===== src/tsp_pkg.sv =====
// shared constants and types for the test signal probe multiplexer
package tsp_pkg;

    // apb register byte offsets
    localparam logic [7:0] TSP_OFS_ANALOG = 8'h00;
    localparam logic [7:0] TSP_OFS_DIGITAL = 8'h04;
    localparam logic [7:0] TSP_OFS_MONCTL = 8'h08;
    localparam logic [7:0] TSP_OFS_STATUS = 8'h0c;
    localparam int TSP_ADDR_W = 8;
    localparam int TSP_DATA_W = 32;

    // reset values
    localparam logic [7:0] TSP_RST_ANALOG = 8'h00;
    localparam logic [7:0] TSP_RST_DIGITAL = 8'h00;
    localparam logic [3:0] TSP_RST_MONCTL = 4'h0;

    // field layout
    localparam int TSP_ANA_CODE_W = 5;
    localparam int TSP_DIG_CODE_W = 7;
    localparam int TSP_SER_SEL_W = 3;
    localparam int TSP_MON_ROUTE_BIT = 3;
    localparam int TSP_ST_PIN_BIT = 0;
    localparam int TSP_ST_ANA_RSV_BIT = 1;
    localparam int TSP_ST_DIG_UNLISTED_BIT = 2;
    localparam int TSP_ST_DIG_ACTIVE_BIT = 3;
    localparam int TSP_ST_DIG_SRC_LSB = 4;
    localparam int TSP_ST_SER_SRC_LSB = 13;

    // analog probe codes, one per defined node
    localparam int TSP_ANA_NODES = 13;
    localparam logic [4:0] TSP_ANA_MID_SUPPLY = 5'h00;
    localparam logic [4:0] TSP_ANA_BANDGAP = 5'h01;
    localparam logic [4:0] TSP_ANA_DEMOD_I = 5'h02;
    localparam logic [4:0] TSP_ANA_DEMOD_Q = 5'h03;
    localparam logic [4:0] TSP_ANA_SUBAMP_I = 5'h04;
    localparam logic [4:0] TSP_ANA_SUBAMP_Q = 5'h05;
    localparam logic [4:0] TSP_ANA_NCORR_I = 5'h06;
    localparam logic [4:0] TSP_ANA_NCORR_Q = 5'h07;
    localparam logic [4:0] TSP_ANA_DCORR_I = 5'h08;
    localparam logic [4:0] TSP_ANA_DCORR_Q = 5'h09;
    localparam logic [4:0] TSP_ANA_EVAL_L = 5'h0a;
    localparam logic [4:0] TSP_ANA_EVAL_R = 5'h0b;
    localparam logic [4:0] TSP_ANA_TEMP = 5'h0c;
    localparam logic [4:0] TSP_ANA_FIRST_RSV = 5'h0d;

    // digital probe codes, compared against the whole register byte
    localparam logic [7:0] TSP_DIG_NONE = 8'h00;
    localparam logic [7:0] TSP_DIG_RX_DATA = 8'hf4;
    localparam logic [7:0] TSP_DIG_RX_VALID = 8'he4;
    localparam logic [7:0] TSP_DIG_RX_COLL = 8'hd4;
    localparam logic [7:0] TSP_DIG_SER_CLK = 8'hc4;
    localparam logic [7:0] TSP_DIG_RD_STROBE = 8'hb5;
    localparam logic [7:0] TSP_DIG_WR_STROBE = 8'ha5;
    localparam logic [7:0] TSP_DIG_CORE_CLK = 8'h96;
    localparam logic [7:0] TSP_DIG_PSK_OUT = 8'h83;
    localparam logic [7:0] TSP_DIG_PSK_AMP = 8'he2;

    // serial monitor selector values
    localparam logic [2:0] TSP_SER_LOW = 3'h0;
    localparam logic [2:0] TSP_SER_HIGH = 3'h1;
    localparam logic [2:0] TSP_SER_ENVELOPE = 3'h2;
    localparam logic [2:0] TSP_SER_TX_NRZ = 3'h3;
    localparam logic [2:0] TSP_SER_MANCH_SUB = 3'h4;
    localparam logic [2:0] TSP_SER_MANCH = 3'h5;

    typedef struct packed {
        logic rx_data;
        logic rx_valid;
        logic rx_coll;
        logic ser_clk;
        logic rd_strobe;
        logic wr_strobe;
        logic core_clk;
        logic phase_shift_output;
        logic phase_shift_amplitude_seen;
    } tsp_dig_src_t;

    typedef struct packed {
        logic envelope;
        logic tx_nrz;
        logic manch_sub;
        logic manch;
    } tsp_ser_src_t;

    localparam int TSP_SRC_W = $bits(tsp_dig_src_t) + $bits(tsp_ser_src_t);

endpackage


===== src/tsp_probe_mux.sv =====
// test signal probe multiplexer with apb register slave
//
// Functional notes
// - aux pin node follows the 5-bit analog probe code
// - analog codes 0..3: mid supply, bandgap, demod i, demod q
// - codes 4,5 subcarrier amps; 6..9 n and d correlators i/q
// - codes a,b,c: left eval, right eval, temperature voltage
// - analog code d and above select no node
// - digital probe reaches monitor pin only with route enable set
// - digital probe chosen by the digital probe select register
// - f4 rx data, e4 rx valid, d4 rx collision
// - c4 internal serial bit clock
// - b5 synced read strobe, a5 synced write strobe
// - 96 core clock
// - 83 phase shift output, e2 phase shift amplitude seen
// - code 00 falls back to the serial monitor selector
// - serial selector 0..5 low/high/env/nrz/manch sub/manch; 6,7 low
//
// The implementer's own choices: the placing of the registers and the APB slave port.
`timescale 1ns/10ps
`default_nettype none
module tsp_probe_mux
    import tsp_pkg::*;
(
    input wire logic pclk,
    input wire logic presetn,
    input wire logic psel,
    input wire logic penable,
    input wire logic pwrite,
    input wire logic [TSP_ADDR_W-1:0] paddr,
    input wire logic [TSP_DATA_W-1:0] pwdata,
    output logic [TSP_DATA_W-1:0] prdata,
    output logic pready,
    output logic pslverr,
    input wire tsp_dig_src_t dig_src,
    input wire tsp_ser_src_t ser_src,
    output logic [TSP_ANA_NODES-1:0] aux_node_sel,
    output logic [TSP_ANA_CODE_W-1:0] analog_probe_code,
    output logic monitor_output_pin
);

    // register state
    logic [7:0] analog_probe_select_q;
    logic [7:0] analog_probe_select_d;
    logic [7:0] digital_probe_select_q;
    logic [7:0] digital_probe_select_d;
    logic [TSP_SER_SEL_W-1:0] serial_monitor_selector_q;
    logic [TSP_SER_SEL_W-1:0] serial_monitor_selector_d;
    logic probe_route_enable_q;
    logic probe_route_enable_d;

    // bus state
    logic pready_q;
    logic pready_d;
    logic pslverr_q;
    logic pslverr_d;
    logic [TSP_DATA_W-1:0] prdata_q;
    logic [TSP_DATA_W-1:0] prdata_d;

    // observation outputs
    logic [TSP_ANA_NODES-1:0] aux_sel_q;
    logic [TSP_ANA_NODES-1:0] aux_sel_d;
    logic mon_pin_q;
    logic mon_pin_d;

    // synchronised sources
    logic [TSP_SRC_W-1:0] src_sync;
    tsp_dig_src_t dig_s;
    tsp_ser_src_t ser_s;

    // decode helpers
    logic access_first;
    logic access_done;
    logic wr_done;
    logic addr_hit;
    logic [TSP_DATA_W-1:0] rd_value;
    logic [TSP_DATA_W-1:0] ctl_word;
    logic [TSP_DATA_W-1:0] status_word;
    logic dig_listed;
    logic dig_sel;
    logic ser_sel;
    logic ana_reserved;
    logic [TSP_ANA_CODE_W-1:0] ana_code;

    // sources come from the core clock domain, so resample first
    tsp_sync u_sync (
        .pclk(pclk),
        .presetn(presetn),
        .async_in({dig_src, ser_src}),
        .sync_out(src_sync)
    );

    assign dig_s = tsp_dig_src_t'(src_sync[TSP_SRC_W-1:$bits(tsp_ser_src_t)]);
    assign ser_s = tsp_ser_src_t'(src_sync[$bits(tsp_ser_src_t)-1:0]);

    // apb phase tracking: one wait state on every access
    assign access_first = psel & penable & ~pready_q;
    assign access_done = psel & penable & pready_q;
    assign wr_done = access_done & pwrite & addr_hit;

    always_comb begin
        addr_hit = 1'b0;
        case (paddr)
            TSP_OFS_ANALOG: addr_hit = 1'b1;
            TSP_OFS_DIGITAL: addr_hit = 1'b1;
            TSP_OFS_MONCTL: addr_hit = 1'b1;
            TSP_OFS_STATUS: addr_hit = ~pwrite;
            default: addr_hit = 1'b0;
        endcase
    end

    // listed codes are full bytes, wider than the seven-bit code field
    assign ana_code = analog_probe_select_q[TSP_ANA_CODE_W-1:0];

    always_comb begin
        case (digital_probe_select_q)
            TSP_DIG_NONE: dig_listed = 1'b1;
            TSP_DIG_RX_DATA: dig_listed = 1'b1;
            TSP_DIG_RX_VALID: dig_listed = 1'b1;
            TSP_DIG_RX_COLL: dig_listed = 1'b1;
            TSP_DIG_SER_CLK: dig_listed = 1'b1;
            TSP_DIG_RD_STROBE: dig_listed = 1'b1;
            TSP_DIG_WR_STROBE: dig_listed = 1'b1;
            TSP_DIG_CORE_CLK: dig_listed = 1'b1;
            TSP_DIG_PSK_OUT: dig_listed = 1'b1;
            TSP_DIG_PSK_AMP: dig_listed = 1'b1;
            default: dig_listed = 1'b0;
        endcase
    end

    // unlisted codes are production-only; flagged, never trapped
    assign ana_reserved = (ana_code >= TSP_ANA_FIRST_RSV);

    // host view of the monitor control register
    always_comb begin
        ctl_word = '0;
        ctl_word[TSP_SER_SEL_W-1:0] = serial_monitor_selector_q;
        ctl_word[TSP_MON_ROUTE_BIT] = probe_route_enable_q;
    end

    // live status: pin level, decode flags and resynchronised sources
    always_comb begin
        status_word = '0;
        status_word[TSP_ST_PIN_BIT] = mon_pin_q;
        status_word[TSP_ST_ANA_RSV_BIT] = ana_reserved;
        status_word[TSP_ST_DIG_UNLISTED_BIT] = ~dig_listed;
        status_word[TSP_ST_DIG_ACTIVE_BIT] = dig_sel;
        status_word[TSP_ST_SER_SRC_LSB-1:TSP_ST_DIG_SRC_LSB] = dig_s;
        status_word[TSP_ST_SER_SRC_LSB+$bits(tsp_ser_src_t)-1:
            TSP_ST_SER_SRC_LSB] = ser_s;
    end

    // read mux
    always_comb begin
        rd_value = '0;
        case (paddr)
            TSP_OFS_ANALOG: rd_value[7:0] = analog_probe_select_q;
            TSP_OFS_DIGITAL: rd_value[7:0] = digital_probe_select_q;
            TSP_OFS_MONCTL: rd_value = ctl_word;
            TSP_OFS_STATUS: rd_value = status_word;
            default: rd_value = '0;
        endcase
    end

    // bus next-state
    always_comb begin
        pready_d = access_first;
        pslverr_d = access_first & ~addr_hit;
        prdata_d = prdata_q;
        if (access_first) begin
            prdata_d = (addr_hit & ~pwrite) ? rd_value : '0;
        end
    end

    // register next-state; writes land only at the completing edge
    always_comb begin
        analog_probe_select_d = analog_probe_select_q;
        digital_probe_select_d = digital_probe_select_q;
        serial_monitor_selector_d = serial_monitor_selector_q;
        probe_route_enable_d = probe_route_enable_q;
        if (wr_done) begin
            case (paddr)
                TSP_OFS_ANALOG: begin
                    analog_probe_select_d = pwdata[7:0];
                end
                TSP_OFS_DIGITAL: begin
                    digital_probe_select_d = pwdata[7:0];
                end
                TSP_OFS_MONCTL: begin
                    serial_monitor_selector_d = pwdata[TSP_SER_SEL_W-1:0];
                    probe_route_enable_d = pwdata[TSP_MON_ROUTE_BIT];
                end
                default: begin
                    analog_probe_select_d = analog_probe_select_q;
                end
            endcase
        end
    end

    // analog node one-hot: one enable per defined node, none for codes d+
    genvar gi;
    generate
        for (gi = 0; gi < TSP_ANA_NODES; gi++) begin : g_ana
            assign aux_sel_d[gi] =
                (ana_code == TSP_ANA_CODE_W'(gi)) & ~ana_reserved;
        end
    endgenerate

    // serial monitor selector, the pin source whenever no probe is routed
    always_comb begin
        ser_sel = 1'b0;
        case (serial_monitor_selector_q)
            TSP_SER_LOW: ser_sel = 1'b0;
            TSP_SER_HIGH: ser_sel = 1'b1;
            TSP_SER_ENVELOPE: ser_sel = ser_s.envelope;
            TSP_SER_TX_NRZ: ser_sel = ser_s.tx_nrz;
            TSP_SER_MANCH_SUB: ser_sel = ser_s.manch_sub;
            TSP_SER_MANCH: ser_sel = ser_s.manch;
            default: ser_sel = 1'b0; // reserved values hold the pin low
        endcase
    end

    // digital probe path
    always_comb begin
        dig_sel = probe_route_enable_q &
            (digital_probe_select_q != TSP_DIG_NONE);
        // mux tracks register contents directly, no arming step
        mon_pin_d = ser_sel;
        if (dig_sel) begin
            case (digital_probe_select_q)
                TSP_DIG_RX_DATA: mon_pin_d = dig_s.rx_data;
                TSP_DIG_RX_VALID: mon_pin_d = dig_s.rx_valid;
                TSP_DIG_RX_COLL: mon_pin_d = dig_s.rx_coll;
                TSP_DIG_SER_CLK: mon_pin_d = dig_s.ser_clk;
                TSP_DIG_RD_STROBE: mon_pin_d = dig_s.rd_strobe;
                TSP_DIG_WR_STROBE: mon_pin_d = dig_s.wr_strobe;
                // sampled clock aliases at 100 mhz; coarse view only
                TSP_DIG_CORE_CLK: mon_pin_d = dig_s.core_clk;
                TSP_DIG_PSK_OUT: begin
                    mon_pin_d = dig_s.phase_shift_output;
                end
                TSP_DIG_PSK_AMP: begin
                    mon_pin_d = dig_s.phase_shift_amplitude_seen;
                end
                // production codes: pin held low, host must avoid them
                default: mon_pin_d = 1'b0;
            endcase
        end
    end

    // host-visible registers
    always_ff @(posedge pclk or negedge presetn) begin
        if (!presetn) begin
            analog_probe_select_q <= TSP_RST_ANALOG;
            digital_probe_select_q <= TSP_RST_DIGITAL;
            serial_monitor_selector_q <= TSP_RST_MONCTL[TSP_SER_SEL_W-1:0];
            probe_route_enable_q <= TSP_RST_MONCTL[TSP_MON_ROUTE_BIT];
        end else begin
            analog_probe_select_q <= analog_probe_select_d;
            digital_probe_select_q <= digital_probe_select_d;
            serial_monitor_selector_q <= serial_monitor_selector_d;
            probe_route_enable_q <= probe_route_enable_d;
        end
    end

    // bus response
    always_ff @(posedge pclk or negedge presetn) begin
        if (!presetn) begin
            pready_q <= 1'b0;
            pslverr_q <= 1'b0;
            prdata_q <= '0;
        end else begin
            pready_q <= pready_d;
            pslverr_q <= pslverr_d;
            prdata_q <= prdata_d;
        end
    end

    // pin outputs registered, so a decode change never glitches a pin
    always_ff @(posedge pclk or negedge presetn) begin
        if (!presetn) begin
            aux_sel_q <= '0;
            mon_pin_q <= 1'b0;
        end else begin
            aux_sel_q <= aux_sel_d;
            mon_pin_q <= mon_pin_d;
        end
    end

    assign pready = pready_q;
    assign pslverr = pslverr_q;
    assign prdata = prdata_q;
    assign aux_node_sel = aux_sel_q;
    assign analog_probe_code = ana_code;
    assign monitor_output_pin = mon_pin_q;

endmodule // tsp_probe_mux
`default_nettype wire


===== src/tsp_sync.sv =====
// two flip-flop synchroniser bank for the observed signals
`timescale 1ns/10ps
`default_nettype none
module tsp_sync
    import tsp_pkg::*;
(
    input wire logic pclk,
    input wire logic presetn,
    input wire logic [TSP_SRC_W-1:0] async_in,
    output logic [TSP_SRC_W-1:0] sync_out
);

    logic [TSP_SRC_W-1:0] meta_q;
    logic [TSP_SRC_W-1:0] meta_d;
    logic [TSP_SRC_W-1:0] sync_q;
    logic [TSP_SRC_W-1:0] sync_d;

    // first stage feeds only the second stage
    always_comb begin
        meta_d = async_in;
        sync_d = meta_q;
    end

    always_ff @(posedge pclk or negedge presetn) begin
        if (!presetn) begin
            meta_q <= '0;
            sync_q <= '0;
        end else begin
            meta_q <= meta_d;
            sync_q <= sync_d;
        end
    end

    assign sync_out = sync_q;

endmodule // tsp_sync
`default_nettype wire

===== config.mk =====
export PLATFORM = sky130hd
export DESIGN_NAME = tsp_probe_mux
export DESIGN_NICKNAME = d
export VERILOG_FILES = /design/src/tsp_pkg.sv /design/src/tsp_probe_mux.sv /design/src/tsp_sync.sv
export SDC_FILE = /design/constraint.sdc
export NUM_CORES = 1
export LEC_CHECK = 0
export BUFFER_PORTS_ARGS = -buffer_cell sky130_fd_sc_hd__buf_2
export CAP_MARGIN = 15
export CORE_MARGIN = 3
export CORE_UTILIZATION = 54
export CTS_CLUSTER_DIAMETER = 40
export DETAILED_ROUTE_END_ITERATION = 10
export HOLD_SLACK_MARGIN = 0.1
export PLACE_DENSITY = 0.93
export SLEW_MARGIN = 20
export SYNTH_ARGS = -nofsm -noshare
export SYNTH_HDL_FRONTEND = slang
export SYNTH_SLANG_ARGS = --single-unit

===== constraint.sdc =====
create_clock -name pclk -period 4.75 [get_ports pclk]
set_clock_uncertainty 0.05 [all_clocks]
set_input_delay 1.425 -clock pclk [delete_from_list [all_inputs] [get_ports pclk]]
set_output_delay 1.425 -clock pclk [all_outputs]
set_load 0.05 [all_outputs]

# ---- After elaboration in Yosys (flattened, before gate mapping)
# Cells that the tools add are included.
dict set report op_classes {
  addsub 0
  n_mul 0
  n_div 0
  n_lt_le_gt_ge 1
  eq_ne 29
  shift 0
  mux 8
  bitwise_logic 26
  n_reduce_logical 9
}
# cell count
set op_table {}
lappend op_table {{8-bit equality test (second input constant)} 9}
lappend op_table {{32-bit two-way mux} 1}
lappend op_table {{8-bit one-hot mux with 4 select lines} 1}
lappend op_table {{5-bit by 4-bit equality test with 1-bit output (second input constant)} 5}
lappend op_table {{1-bit bitwise AND} 21}
lappend op_table {{5-bit by 3-bit equality test with 1-bit output (second input constant)} 4}
lappend op_table {{8-bit by 4-bit equality test with 1-bit output (second input constant)} 2}
lappend op_table {{8-bit zero test} 2}
lappend op_table {{5-bit by 2-bit equality test with 1-bit output (second input constant)} 2}
lappend op_table {{10-bit OR reduction} 1}
lappend op_table {{9-bit two-way mux} 1}
lappend op_table {{1-bit one-hot mux with 9 select lines} 1}
lappend op_table {{8-bit by 3-bit equality test with 1-bit output (second input constant)} 1}
lappend op_table {{8-bit nonzero test} 1}
lappend op_table {{3-bit by 2-bit equality test with 1-bit output (second input constant)} 2}
lappend op_table {{3-bit equality test (second input constant)} 2}
lappend op_table {{2-bit AND reduction} 3}
lappend op_table {{5-bit by 1-bit equality test with 1-bit output (second input constant)} 1}
lappend op_table {{5-bit by 4-bit greater-or-equal comparator with 1-bit output (second input constant)} 1}
lappend op_table {{5-bit zero test} 1}
lappend op_table {{1-bit NOT} 5}
lappend op_table {{1-bit one-hot mux with 5 select lines} 1}
lappend op_table {{3-bit by 1-bit equality test with 1-bit output (second input constant)} 1}
lappend op_table {{3-bit OR reduction} 1}
lappend op_table {{2 further kinds} 3}
dict set report totals {
  reg_bits 94
  latchBits 0
  ram_bits 0
  romBits 0
  inputBits 58
  output_inout_bits 53
  word_cells 84
  memories 0
}

# ---- Logic depth before layout (Yosys ltp)
dict set report logic_depth {
  depth_word 6
  ltp_mapped 5
  mapped_depth_nobuf 4
}

# ---- Modules after synthesis
# Synthesis repeated with hierarchy kept, for this count alone.
dict set report unflattened {
  cells_unflattened 259
  area_unflattened_um2 3309.4
}
# mod instances cells_per_inst area_per_inst_um2 seq_area_each_um2
set modules_own_cells {}
lappend modules_own_cells {tsp_probe_mux 1 233 2658.8 1326.3}
lappend modules_own_cells {tsp_sync 1 26 650.6 650.6}

# ---- Least setup slack after synthesis
# OpenSTA, ideal clock, no wires.
dict set report synth_path {
  kind {input to register}
  start {input port paddr[5]}
  end {register probe_route_enable_q}
  arrival_ns 3.211
  t_required_ns 4.575
  setup_slack_ns 1.364
  path_stages 4
  path_cell_list {or4_4 or4_4 or3b_4 mux2_4}
}
dict set report synth_via {
  elab_chain_cells 5
  word_cells_on_any_way 8
}
# element line
set synth_lines {}
lappend synth_lines {{start, declared} tsp_probe_mux.sv:30} ;# input wire logic [TSP_ADDR_W-1:0] paddr,
lappend synth_lines {{8-bit by 4-bit equality test with 1-bit output, or another cell as far along} {tsp_probe_mux.sv:103, tsp_probe_mux.sv:182}}
lappend synth_lines {{3-bit OR reduction (no source line)} --}
lappend synth_lines {{1-bit one-hot mux with 2 select lines} tsp_probe_mux.sv:103} ;# case (paddr)
lappend synth_lines {{1-bit bitwise AND} tsp_probe_mux.sv:99} ;# assign wr_done = access_done & pwrite & addr_hit;
lappend synth_lines {{2-bit AND reduction (no source line) (*)} --}
lappend synth_lines {{end signal, assigned} tsp_probe_mux.sv:257} ;# probe_route_enable_q <= TSP_RST_MONCTL[TSP_MON_ROUTE_BIT];
lappend synth_lines {{end signal, assigned} tsp_probe_mux.sv:262} ;# probe_route_enable_q <= probe_route_enable_d;
lappend synth_lines {{end, declared} tsp_probe_mux.sv:49} ;# logic probe_route_enable_q;
# Every way passes the cells marked *; elsewhere a longest branch is shown, timed or not.
# A chain may end at the register's enable or synchronous reset.

# ---- Final worst setup path
dict set report layout_path {
  start {input port paddr[5]}
  end {register digital_probe_select_q[5]}
}
dict set report layout_via {
  elab_chain_cells 5
  word_cells_on_any_way 8
}
# element line
set layout_lines {}
lappend layout_lines {{8-bit by 4-bit equality test with 1-bit output, or another cell as far along} tsp_probe_mux.sv:103}
lappend layout_lines {{3-bit OR reduction (no source line)} --}
lappend layout_lines {{1-bit one-hot mux with 2 select lines} tsp_probe_mux.sv:103}
lappend layout_lines {{1-bit bitwise AND} tsp_probe_mux.sv:99}
lappend layout_lines {{2-bit AND reduction (no source line) (*)} --}
lappend layout_lines {{end signal, assigned} tsp_probe_mux.sv:260} ;# digital_probe_select_q <= digital_probe_select_d;
lappend layout_lines {{end, declared} tsp_probe_mux.sv:45} ;# logic [7:0] digital_probe_select_q;
# Marked as above.

==> impl_metrics.yaml <==
routing:
  drtAntennaViolNets: 0
  drt_iter0_drc: 100
  wl_per_cell_um: 17.1
  drt-vias-per-instance: 5.65
  drc: 0
  drt-total-wl_um: 6800
  drtPass1Iterations: 4
  vias: 2256
timing:
  fmax_mhz: 305
  worstMarginPinSlew_ns: 0.950
  drv_slew: 0
  fin_tns_setup_ns: 0
  rsz0062_at_grt: "no"
  period_minus_slack_ns: 3.28
  slew_headroom_pct: 36.7
  timing.final.crit_share_pct: 69.0
  hold_viol: 0
  setup_violations: 0
pwr:
  intPower_mw: 1.02
  switching_share_pct: 23.9
  p_leak_nw: 1.96
  combPwrFrac_pct: 6.3
  p_switching_mw: 0.319
  power_density_mw_per_mm2: 350
  p_total_mw: 1.34
  clkPwrFrac_pct: 41.9
  power_frac_seq_pct: 51.8
  vdd_ir_drop_max_uv: 231
outcome:
  status: "complete, no violations"
finish:
  design_area_sq_mm: 0.00381
  fin_nets: 380
  layout.cells.non_filler: 399
  num_antenna_cells: 0
  layout-drive-gt1-share_pct: 36.1
  final_util_pct: 67.2
  areaGrowthSynthToFinish_pct: 16.7
yosys:
  synth_cell_types: 46
  synth-seq-area-share_pct: 60.5
  synth_area_leaders: "dfrtp_1 60%, mux2_2 5.9%, buf_4 4.6%"
  synth_top_family_by_area: "simple AND/OR/NAND/NOR gates"
  yosys.area_share.xor_xnor_pct: 0
  ys.flop_type: "dfrtp_1"
  yosysTopAreaCell: "dfrtp_1"
  synth-compound-area-share_pct: 8.99
  synthTopCellsByCount: "79 x dfrtp_1, 20 x buf_4, 17 x mux2_2"
  synthArstFlopShare_pct: 100
  post-synth-top-count-cell: "dfrtp_1"
  synthMuxAreaShare_pct: 10.8
  synth_edf_count: 0
  synthAdderAreaFrac_pct: 0
  synth_top_area_share_pct: 60.5
  synthCells: 256
  syn_area_sq_mm: 0.00327
  synthSimpleGateAreaFrac_pct: 13.3
  synth-seq-cells: 79
  yosys_warnings: 0
  avgSynthCellArea_sq_um: 12.8
worst_setup_path:
  cp_top_family: "simple AND/OR/NAND/NOR gates"
  critPathKind: "in2reg"
  critPathMaxStageDelay_ns: 0.55
  arrival_ns: 3.46
  path_max_fanout: 8
  crit_path_top_delay_cell: "or4_4"
  required_ns: 4.94
  path_buf_inv: 1
  cp-start-kind: "input port"
  cp-end-kind: "flip-flop"
  cp_common_cell: "or4_4"
  path_cells: "buf_2 -> or4_4 -> or4_4 -> nor3b_4 -> mux2_2"
global_route:
  grt_pass1_wl_um: 11300
  grt_max_degree: 80
  grt_usage_pct: 20.7
  antenna_found_initial: 0
  grt_overflow_total: 0
  grt_pass1_vias: 2277
floorplan:
  die_area_sq_mm: 0.00702
  dieWidth_um: 83.8
  ios: 111
  start_util_pct: 57.6
  fp-row-count: 27
  die_y_um: 83.8
  coreArea_sq_mm: 0.00568
cts:
  cts_sinks: 79
  cts_tree: "done"
  cts_hold_buf: 0
  htreeDepth: 3
  cts_buffers: 9
  clk_pin_slew_ns: 0.08
  post_cts_buffers: 0
  worstSkewPairLatency_ns: 0.36
  clockBufferDepth: 2
  cts_resized: 0
  cts-root-buf: "clkbuf_8"
worst_hold_path:
  hold_class: "reg2reg"
placed_design:
  dp.cells: 383
  dpl.hpwl_um: 4740
  placed_area_sq_mm: 0.00359
  portBuffers: 71
  gp_congestion: 0.852
flow_run:
  cap_violations: 0
==> sequential cells by signal (all words and copies together) (netlist names) <==
signal	cells
prdata	17
aux_node_sel	13
u_sync.meta_q	13
u_sync.sync_out	13
analog_probe_select_q	8
digital_probe_select_q	8
serial_monitor_selector_q	3
monitor_output_pin	1
pready	1
probe_route_enable_q	1
pslverr	1
==> cells by family (layout without fill, tap and decap cells) <==
group                  Yosys count  count (layout)
DFF                             79              79
and+or+nand+nor                 72              72
AOI/OAI and AO/OA               39              39
other                            1              15
muxes                           30              30
buffers and inverters           35              92
==> per-stage QoR <==
| stage | hold slack, ns | setup WS, ns |
|---|---|---|
| 2_1_floorplan | 0.281 | 1.36 |
| 3_3_place_gp | 0.282 | 1.15 |
| 3_5_place_dp | 0.285 | 1.09 |
| 4_1_cts | 0.303 | 1.47 |
| 5_1_grt | 0.309 | 1.42 |
| 6_report | 0.302 | 1.47 |
==> path summary, 6_finish.rpt <==
check | from | to | slack [ns] | cells past startpoint
setup / recovery | paddr[5] | digital_probe_select_q[5] | 1.47 | 5
hold / removal | u_sync.meta_q[7] | u_sync.sync_out[7] | 0.30 | 0
setup reg to reg | pready | digital_probe_select_q[5] | 2.79 | 4
hold reg to reg | u_sync.meta_q[7] | u_sync.sync_out[7] | 0.30 | 0
max in group asynchronous | presetn | digital_probe_select_q[0] | 2.87 | 1
min in group asynchronous | presetn | u_sync.meta_q[12] | 1.15 | 1
==> layer usage <==
| layer | routed length (um) | vias up | GRT usage, % |
|---|---|---|---|
| met5 | 0 | - | 0 |
| met4 | 148 | 0 | 9.94 |
| met3 | 471 | 15 | 5.33 |
| met2 | 3520 | 100 | 33.2 |
| met1 | 2660 | 1116 | 26.4 |
| li1 | - | 1025 | - |
==> final cells by class <==
type | instances | area (sq um)
Clock inverter | 6 | 91.3
Sequential cell | 79 | 1980
Timing Repair Buffer | 72 | 365
Inverter | 4 | 15.0
Clock buffer | 10 | 138
Tap cell | 72 | 90.1
Fill cell | 416 | 1860
Multi-Input combinational cell | 156 | 1140
==> placed cells by master, fill, tap and decap left out, types with 2 or more instances in the layout <==
| cell type | n |
|---|---|
| nor3_4 | 2 |
| nor2b_1 | 3 |
| buf_2 | 70 |
| nand3_1 | 3 |
| buf_4 | 2 |
| nor3b_1 | 2 |
| a21oi_1 | 4 |
| nand3b_1 | 5 |
| o21ai_0 | 2 |
| nand2_1 | 13 |
| nor4_1 | 2 |
| nand2b_1 | 3 |
| nor3_1 | 10 |
| nand4_1 | 2 |
| o31ai_1 | 6 |
| mux2i_1 | 8 |
| nor2_1 | 15 |
| inv_1 | 4 |
| nor4b_1 | 2 |
| a31oi_1 | 4 |
| clkbuf_8 | 10 |
| bufinv_16 | 2 |
| and4_1 | 2 |
| a31o_2 | 2 |
| a221oi_1 | 2 |
| mux2_2 | 17 |
| clkinv_4 | 2 |
| dfrtp_1 | 79 |
| or4_4 | 2 |
| mux2_4 | 4 |
| a22o_1 | 10 |
| conb_1 | 15 |
==> power by group through the flow <==
stage	combinational [mW]	clock, mW	sequential, mW
final	0.0839	0.559	0.692
after global routing	0.0911	0.605	0.694
after CTS	0.0845	0.567	0.692
after detailed placement	0.0842	0	0.705
after global placement	0.0813	0	0.704
after floorplan	0.0548	0	0.708
Power figures use the tool's default switching activity.
